`src/sps_consts.svh`:
```
`ifndef SPS_CONSTS_SVH
`define SPS_CONSTS_SVH

// Register map (byte addresses, word aligned)
`define SPS_ADDR_W 8
`define SPS_OFF_STATE 8'h08
`define SPS_OFF_FORCE 8'h0c

// Status bit positions
`define SPS_B_SOCK_Y 31
`define SPS_B_SOCK_X 30
`define SPS_B_SOCK_3V3 29
`define SPS_B_SOCK_5V0 28
`define SPS_B_CARD_Y 13
`define SPS_B_CARD_X 12
`define SPS_B_CARD_3V3 11
`define SPS_B_CARD_5V0 10
`define SPS_B_BADREQ 9
`define SPS_B_LOSS 8
`define SPS_B_NOTCARD 7
`define SPS_B_IRQ 6
`define SPS_B_CB 5
`define SPS_B_16 4
`define SPS_B_PWR 3
`define SPS_B_CDB 2
`define SPS_B_CDA 1
`define SPS_B_STS 0

// Socket capability override and interrogate bits in the force register
`define SPS_B_F_SOCK_3V3 29
`define SPS_B_F_SOCK_5V0 28
`define SPS_B_F_TEST 14

// Reset values
`define SPS_RST_SOCK 2'h3
`define SPS_RST_CARD 4'h0
`define SPS_RST_PINS 4'hf
`define SPS_RST_CD 2'h3

`endif

```
`src/sps_pkg.sv`:
```
package sps_pkg;
  typedef enum logic [1:0] {
    SPS_ACC_NONE,
    SPS_ACC_STATE,
    SPS_ACC_FORCE
  } sps_acc_t;
endpackage

```
`src/sps_status.sv`:
```
`timescale 1ns/1ps
`include "sps_consts.svh"

// Contract
// - Status reflects force-register writes and live socket pin levels.
// - Card voltage and type bits change only at interrogation or on a force write; otherwise hold.
// - Detect pin changes during identification do not change detect bits.
// - Bits 31 and 30 always read zero.
// - Bits 29 and 28 read one unless overridden by a force write.
// - Bits 27 to 14 always read zero.
// - Bits 13 to 10 report card support for Y, X, 3.3 and 5 V.
// - Bit 9 flags an invalid power request; resets to zero.
// - Bit 8 flags possible data loss on removal; resets to zero.
// - Bit 7 flags unrecognised card; frozen until valid card or force write; resets zero.
// - Bit 6 shows the card interrupt/ready pin level.
// - Bit 5 shows CardBus card; changes only at interrogation or force write.
// - Bit 4 shows 16-bit card; changes only at interrogation or force write.
// - Bit 3 shows socket power state; taken straight from socket_power_state, with no register and no reset here.
// - Bit 2 mirrors detect pin B; high means no card.
// - Bit 1 mirrors detect pin A; high means no card.
// - Bit 0 mirrors the status-change pin level.
// - Read-only status register sits at offset 08h.
// - Force writes load voltage, type, bad-request, loss and not-card bits.
// - Force writes to power, detect and status-change leave live bits alone.
module sps_status (
  // Clock and reset
  input wire logic sys_clk,
  input wire logic rst,
  // Avalon-MM slave
  input wire logic [7:0] avs_address,
  input wire logic avs_read,
  input wire logic avs_write,
  input wire logic [31:0] avs_writedata,
  input wire logic [3:0] avs_byteenable,
  output logic [31:0] avs_readdata,
  output logic avs_waitrequest,
  output logic [1:0] avs_response,
  // Socket pins (asynchronous)
  input wire logic card_irq_pin,
  input wire logic detect_pin_a,
  input wire logic detect_pin_b,
  input wire logic status_change_pin,
  // Interrogation and power logic (same clock)
  input wire logic identify_busy,
  input wire logic interrogation_done,
  input wire logic [3:0] learned_card_volts,
  input wire logic learned_cardbus,
  input wire logic learned_sixteen_bit,
  input wire logic learned_unrecognised,
  input wire logic socket_power_state,
  input wire logic invalid_power_request_set,
  input wire logic removal_data_loss_set,
  // Force events routed to the event register
  output logic [3:0] force_event_pulse,
  output logic force_interrogate_pulse
);

  ////////////////////////////////////////////////////////////////////////////
  // Pin synchronisers
  logic [3:0] pin_meta_q;
  logic [3:0] pin_sync_q;
  wire [3:0] pin_raw = {card_irq_pin, detect_pin_b, detect_pin_a, status_change_pin};

  always_ff @(posedge sys_clk) begin
    if (rst) begin
      pin_meta_q <= `SPS_RST_PINS;
      pin_sync_q <= `SPS_RST_PINS;
    end else begin
      pin_meta_q <= pin_raw;
      pin_sync_q <= pin_meta_q;
    end
  end

  ////////////////////////////////////////////////////////////////////////////
  // Bus decode, answer after one wait state
  function automatic sps_pkg::sps_acc_t decode(input logic [7:0] a);
    case (a)
      `SPS_OFF_STATE: decode = sps_pkg::SPS_ACC_STATE;
      `SPS_OFF_FORCE: decode = sps_pkg::SPS_ACC_FORCE;
      default: decode = sps_pkg::SPS_ACC_NONE;
    endcase
  endfunction

  logic ack_q;
  wire sps_pkg::sps_acc_t acc = decode(avs_address);
  wire req = avs_read | avs_write;
  wire take = req & ack_q;
  // Force register is write-only; bytes must be enabled to have effect
  wire force_wr = take & avs_write & (acc == sps_pkg::SPS_ACC_FORCE);
  wire [31:0] wmask = {{8{avs_byteenable[3]}}, {8{avs_byteenable[2]}},
                       {8{avs_byteenable[1]}}, {8{avs_byteenable[0]}}};
  wire [31:0] fw = avs_writedata & wmask;
  wire [31:0] fsel = wmask;

  // One wait state per access keeps readdata registered
  always_ff @(posedge sys_clk) begin
    if (rst) begin
      ack_q <= 1'b0;
    end else begin
      ack_q <= req & ~ack_q;
    end
  end
  assign avs_waitrequest = req & ~ack_q;

  ////////////////////////////////////////////////////////////////////////////
  // Stored status fields
  logic [1:0] sock_q;
  logic [3:0] card_v_q;
  logic bad_q;
  logic loss_q;
  logic notcard_q;
  logic cb_q;
  logic sb_q;
  logic [1:0] cd_q;

  wire [1:0] sock_d = (force_wr)
    ? ((fw[`SPS_B_F_SOCK_3V3:`SPS_B_F_SOCK_5V0] & fsel[`SPS_B_F_SOCK_3V3:`SPS_B_F_SOCK_5V0])
       | (sock_q & ~fsel[`SPS_B_F_SOCK_3V3:`SPS_B_F_SOCK_5V0]))
    : sock_q;
  wire [3:0] fcv = fsel[`SPS_B_CARD_Y:`SPS_B_CARD_5V0];
  // A force write beats an interrogation update in the same cycle
  wire [3:0] card_v_d = (force_wr & |fcv)
    ? ((fw[`SPS_B_CARD_Y:`SPS_B_CARD_5V0] & fcv) | (card_v_q & ~fcv))
    : (interrogation_done ? learned_card_volts : card_v_q);
  wire f_bad = force_wr & fsel[`SPS_B_BADREQ];
  wire f_loss = force_wr & fsel[`SPS_B_LOSS];
  wire f_nc = force_wr & fsel[`SPS_B_NOTCARD];
  wire f_cb = force_wr & fsel[`SPS_B_CB];
  wire f_sb = force_wr & fsel[`SPS_B_16];
  // Hardware sets win over a force clear of the same bit
  wire bad_d = invalid_power_request_set | (f_bad ? fw[`SPS_B_BADREQ] : bad_q);
  wire loss_d = removal_data_loss_set | (f_loss ? fw[`SPS_B_LOSS] : loss_q);
  // Not-card only moves on a force write or an interrogation that found a valid card or a new bad one
  wire nc_d = f_nc ? fw[`SPS_B_NOTCARD]
    : (interrogation_done ? learned_unrecognised : notcard_q);
  wire cb_d = f_cb ? fw[`SPS_B_CB] : (interrogation_done ? learned_cardbus : cb_q);
  wire sb_d = f_sb ? fw[`SPS_B_16]
    : (interrogation_done ? learned_sixteen_bit : sb_q);
  // Detect levels freeze while the interrogation drives the detect pins
  wire [1:0] cd_d = identify_busy ? cd_q : pin_sync_q[2:1];

  always_ff @(posedge sys_clk) begin
    if (rst) begin
      sock_q <= `SPS_RST_SOCK;
      card_v_q <= `SPS_RST_CARD;
      bad_q <= 1'b0;
      loss_q <= 1'b0;
      notcard_q <= 1'b0;
      cb_q <= 1'b0;
      sb_q <= 1'b0;
      cd_q <= `SPS_RST_CD;
    end else begin
      sock_q <= sock_d;
      card_v_q <= card_v_d;
      bad_q <= bad_d;
      loss_q <= loss_d;
      notcard_q <= nc_d;
      cb_q <= cb_d;
      sb_q <= sb_d;
      cd_q <= cd_d;
    end
  end

  ////////////////////////////////////////////////////////////////////////////
  // Status word and read path
  logic [31:0] status_word;
  always_comb begin
    status_word = 32'h0;
    status_word[`SPS_B_SOCK_3V3:`SPS_B_SOCK_5V0] = sock_q;
    status_word[`SPS_B_CARD_Y:`SPS_B_CARD_5V0] = card_v_q;
    status_word[`SPS_B_BADREQ] = bad_q;
    status_word[`SPS_B_LOSS] = loss_q;
    status_word[`SPS_B_NOTCARD] = notcard_q;
    status_word[`SPS_B_IRQ] = pin_sync_q[3];
    status_word[`SPS_B_CB] = cb_q;
    status_word[`SPS_B_16] = sb_q;
    status_word[`SPS_B_PWR] = socket_power_state;
    status_word[`SPS_B_CDB] = cd_q[1];
    status_word[`SPS_B_CDA] = cd_q[0];
    status_word[`SPS_B_STS] = pin_sync_q[0];
  end

  wire rd_state = avs_read & ~ack_q & (acc == sps_pkg::SPS_ACC_STATE);
  wire rd_bad = req & ~ack_q & (acc == sps_pkg::SPS_ACC_NONE);

  always_ff @(posedge sys_clk) begin
    if (rst) begin
      avs_readdata <= 32'h0;
      avs_response <= 2'h0;
      force_event_pulse <= 4'h0;
      force_interrogate_pulse <= 1'b0;
    end else begin
      avs_readdata <= rd_state ? status_word : 32'h0;
      avs_response <= (req & ~ack_q) ? (rd_bad ? 2'h3 : 2'h0) : avs_response;
      force_event_pulse <= force_wr ? (fw[3:0] & fsel[3:0]) : 4'h0;
      force_interrogate_pulse <= force_wr & fw[`SPS_B_F_TEST];
    end
  end

  ////////////////////////////////////////////////////////////////////////////
  // Assertions

  // Edges since reset; the pin checks look back into the synchroniser
  // and must not see the reset values still in flight
  logic [1:0] rst_age_q;
  always_ff @(posedge sys_clk) begin
    if (rst) begin
      rst_age_q <= 2'h0;
    end else if (rst_age_q != 2'h3) begin
      rst_age_q <= rst_age_q + 2'h1;
    end
  end
endmodule

```
`config.mk`:
```
export PLATFORM = sky130hd
export DESIGN_NAME = sps_status
export DESIGN_NICKNAME = d
export VERILOG_FILES = /design/src/sps_pkg.sv /design/src/sps_status.sv
export VERILOG_INCLUDE_DIRS = /design/src /design/src/src
export SDC_FILE = /design/constraint.sdc
export NUM_CORES = 1
export LEC_CHECK = 0
export ABC_AREA = 1
export BUFFER_PORTS_ARGS = -buffer_cell sky130_fd_sc_hd__buf_2
export CORE_UTILIZATION = 39
export DETAILED_ROUTE_END_ITERATION = 8
export PLACE_DENSITY = 0.75
export SLEW_MARGIN = 20
export SYNTH_ARGS = -nofsm -noshare
export SYNTH_HDL_FRONTEND = slang
export SYNTH_SLANG_ARGS = --single-unit
```
`constraint.sdc`:
```
create_clock -name sys_clk -period 1.1 [get_ports sys_clk]
set_clock_uncertainty 0.15 [all_clocks]
set_input_delay 0.055 -clock sys_clk [delete_from_list [all_inputs] [get_ports sys_clk]]
set_output_delay 0.055 -clock sys_clk [all_outputs]
set_load 0.05 [all_outputs]
```
Word-level counts from Yosys, hierarchy flattened
Cells that the tools add are included.

Logic and storage cells: 63. Bits in registers: 61.

Bitwise logic cells: 26. Eq/ne operators: 4. Muxes and demuxes: 12. Reductions and logical operators: 5.

Operators by type and width (number): $and A30 B30 Y30 (1); $eq A8 B4 Y1 const B (2); $and A4 B4 Y4 (3); $and A1 B1 Y1 (10); $mux W1 (8); $mux W4 (2); $and A2 B2 Y2 (2); $not A4 Y4 (1); $or A4 B4 Y4 (1); $pmux W2 S2 (1); $reduce_bool A2 Y1 (2); $reduce_or A2 Y1 (2); $not A1 Y1 (3); $or A1 B1 Y1 (3); $eq A2 B1 Y1 const B (1); $eq A2 B2 Y1 const B (1); $logic_not A2 Y1 (1); $mux W2 (1); $not A2 Y2 (1); $or A2 B2 Y2 (1).

Depth between registers and ports, before layout
Depth after elaboration: 7. Depth in mapped cells: 10. Mapped depth without buffers: 9.

Least setup slack after synthesis
No wires, ideal clock.

Kind: reg2reg. Start: register ack_q. End: register avs_response[0]. Setup slack: -0.113 ns. Arrival time: 0.920 ns. Cell stages (with the launch flop): 5. Path through: dfxtp_1 > nor2_1 > nor2_1 > inv_1 > a22oi_1.

Cells in the longest elaborated chain, start to end: 4.

Ends and longest elaborated chain: start, declared (RTL line sps_status.sv:84) `logic ack_q;`; start signal, assigned (RTL line sps_status.sv:100) `ack_q <= req & ~ack_q;`; $not A1 Y1 (*); $and A1 B1 Y1 (*); net avs_waitrequest (RTL line sps_status.sv:36) `output logic avs_waitrequest,`; $and A1 B1 Y1 (RTL line sps_status.sv:184) `wire rd_bad = req & ~ack_q & (acc == sps_pkg::SPS_ACC_NONE);`; $mux W2 (RTL line sps_status.sv:194) `avs_response <= (req & ~ack_q) ? (rd_bad ? 2'h3 : 2'h0) : avs_response;`; end signal, assigned (RTL line sps_status.sv:194); end, declared (RTL line sps_status.sv:37) `output logic [1:0] avs_response,`.

Mark *: on every way through the listed nets, which the timed path passes. The rest lies on a longest branch. A chain may end at the register's enable or synchronous reset.

Final worst setup path
Start: register ack_q. End: output port avs_waitrequest.

Cells in the longest elaborated chain, start to end: 2.

Ends and longest elaborated chain: $not A1 Y1 (RTL line sps_status.sv:103) `assign avs_waitrequest = req & ~ack_q;`; $and A1 B1 Y1 (RTL line sps_status.sv:103); end, declared (RTL line sps_status.sv:36).

Every way passes these cells.

==> impl_metrics.yaml <==
setup_path:
  rr_startpoint: "ack_q$_SDFF_PP0_"
  cp-start-kind: "flip-flop"
  path_class: "flip-flop to output pin"
  cp.required_ps: 890
  crit_fanout: 3
  r2r_slack_ps: -110
  reg2reg_to: "bad_q$_SDFF_PP0_"
  crit_path_end_kind: "output pin"
  cp.arrival_ps: 1040
  reg2reg_depth: 7
place:
  io_buffer_count: 70
  dpl.hpwl_um: 2650
  routabilityCongestion: 0.779
  post_dp_cell_area_um2: 2160
die:
  dieArea_um2: 4900
  io_pins: 104
  initial_core_util_pct: 41.1
  die_y_um: 70.0
  core-area_um2: 4380
  row_count: 24
  die_x_um: 70.0
grt:
  grt-ovfl-total: 0
  grt_pass1_vias: 1567
  grt_usage_pct: 17.3
  grt_start_max_net_pins: 17
  grt_antenna_before_repair: 0
  grt_first_pass_wirelength_um: 6560
final_layout:
  design_area_um2: 2680
  utilization_pct: 61.1
  areaGrowthSynthToFinish_pct: 48.7
  nNetsFinal: 397
  drive_above_1_share_pct: 36.6
  antennaDiodeCount: 0
min_path:
  holdPathEnd: "ack_q$_SDFF_PP0_"
  hold_class: "input pin to flip-flop"
  hold-path-cell-count: 2
  hold_start: "rst"
cts:
  hold_buffers: 31
  clockBufferDepth: 2
  cts_tree: "yes"
  root_buffer: "clkbuf_8"
  cts.sinks: 44
  cts_buffers: 5
  postCtsSetupRepairBufs: 0
  clkTransAtPathRegs_ps: 70
  clk_latency_ps: 290
  htree_num_levels: 2
timing:
  slew_violations: 0
  fmax_ghz: 0.804
  finalSetupViolations: 13
  period_share_pct: 113
  hold_ws_ps: -72.5
  setup_slack_ps: -145
  setup_tns_ps: -835
  fin_crit_ps: 1240
  rsz0062_at_grt: "yes"
  hold_viol_final: 9
drt:
  dr.pass1.iters: 4
  drc: 0
  vias: 1669
  wl_per_cell_um: 10.5
  drt_iter0_markers: 72
  antenna_left: 0
  wl_um: 4050
  vias_per_cell: 4.34
pwr:
  p_per_area_nw_per_um2: 1220
  leakagePower_nw: 1.40
  peakVddDrop_v: 0.000593
  finalPower_w: 0.00326
outcome:
  failed_checks: "hold timing, setup timing"
  run_status: "finished, violations left"
synthesis:
  synthArstFlopShare_pct: 0
  synth_area_per_cell_um2: 8.04
  ys_types: 23
  syn_area_um2: 1800
  synth_top_area_share_pct: 48.9
  seq_area_frac_synth_pct: 48.9
  yosys.area.top_type: "dfxtp_1"
  synth_flop_cell: "dfxtp_1"
  synth_area_leaders: "dfxtp_1, nand2_1, inv_1, buf_4, nor2_1"
  ys_seq_elements: 44
  synth_cells: 224
  yosys_warnings: 0
  yosysMostFrequentCell: "dfxtp_1"
  synth-edff-count: 0
  synth_common_cells: "dfxtp_1, nand2_1, inv_1"
job:
  cap_violations: 0
[per-layer routing]
metal	track usage, %	share of wire, %	vias up	wire [um]
met5	0	0	-	0
met4	8.67	3.5	0	141
met3	4.91	5.3	14	215
met2	31.2	49	70	1990
met1	18.1	42	718	1700
li1	-	-	867	-
[metrics by stage]
| step | instances | setup WS, ps |
|---|---|---|
| global placement | 346 | -145 |
| finish | 385 | -145 |
| CTS | 385 | -165 |
| detailed placement | 346 | -206 |
| floorplan | 239 | 1.31 |
| global route | 385 | -194 |
[how the worst max path moves through the flow]
| stage | end | start | slack [ps] | cells after the start |
|---|---|---|---|---|
| 2_1_floorplan | bad_q$_SDFF_PP0_ | ack_q$_SDFF_PP0_ | 1 | 8 |
| 4_1_cts | avs_waitrequest | ack_q$_SDFF_PP0_ | -170 | 4 |
| 3_3_place_gp | loss_q$_SDFF_PP0_ | avs_address[7] | -150 | 9 |
| 5_1_grt | avs_waitrequest | ack_q$_SDFF_PP0_ | -190 | 4 |
| 3_5_place_dp | bad_q$_SDFF_PP0_ | avs_address[5] | -210 | 9 |
| 6_report | avs_waitrequest | ack_q$_SDFF_PP0_ | -140 | 4 |
[critical path: stages, from the launching register on]
cell,delay [ps]
dfxtp_4,380
nor2_4,40
nor2_2,130
inv_2,60
buf_8,150
[cells by family after synthesis]
kind of cell,share of synthesized area [%]
buffers and inverters,19.3
other,0.208
AND/OR/NAND/NOR,27.3
flip-flops,48.9
AO/OA/AOI/OAI,4.30
[placed cells by master, fill, tap and decap left out, types with 2 or more instances in the layout]
cell type       n
buf_2          61
dfxtp_1        42
inv_1          36
nand2_1        36
dlygate4sd3_1  31
nor2_1         23
conb_1         16
nand3_1        11
nand4_1        10
or2_2           8
clkbuf_8        7
clkbuf_4        7
nor2_2          6
nand2_2         6
buf_4           6
a21oi_2         5
buf_6           4
nand3_4         3
nor2_4          2
a21oi_1         2
o211ai_1        2
[report_power, final]
group,internal [W],switching (W),total [W]
registers,0.00164,0.0000219,0.00166
logic,0.000221,0.000331,0.000553
clock network,0.000559,0.000493,0.00105
total,0.00242,0.000846,0.00326
[what timing repair did]
item | 4_1_cts | 5_1_grt
hold endpoints to repair | 28 | 9
gates cloned | 1 | 0
gates resized for setup | 12 | 19
pin swaps | 9 | 5
endpoints found under the setup margin | 19 | 29
[area by class of cell]
| type | count | area (um2) |
|---|---|---|
| Multi-Input combinational cell | 133 | 691 |
| Fill cell | 389 | 1710 |
| Timing Repair Buffer | 111 | 793 |
| Sequential cell | 44 | 886 |
| Tap cell | 52 | 65.1 |
| Clock buffer | 7 | 96.3 |
| Inverter | 38 | 148 |
Power figures use the tool's default switching activity.
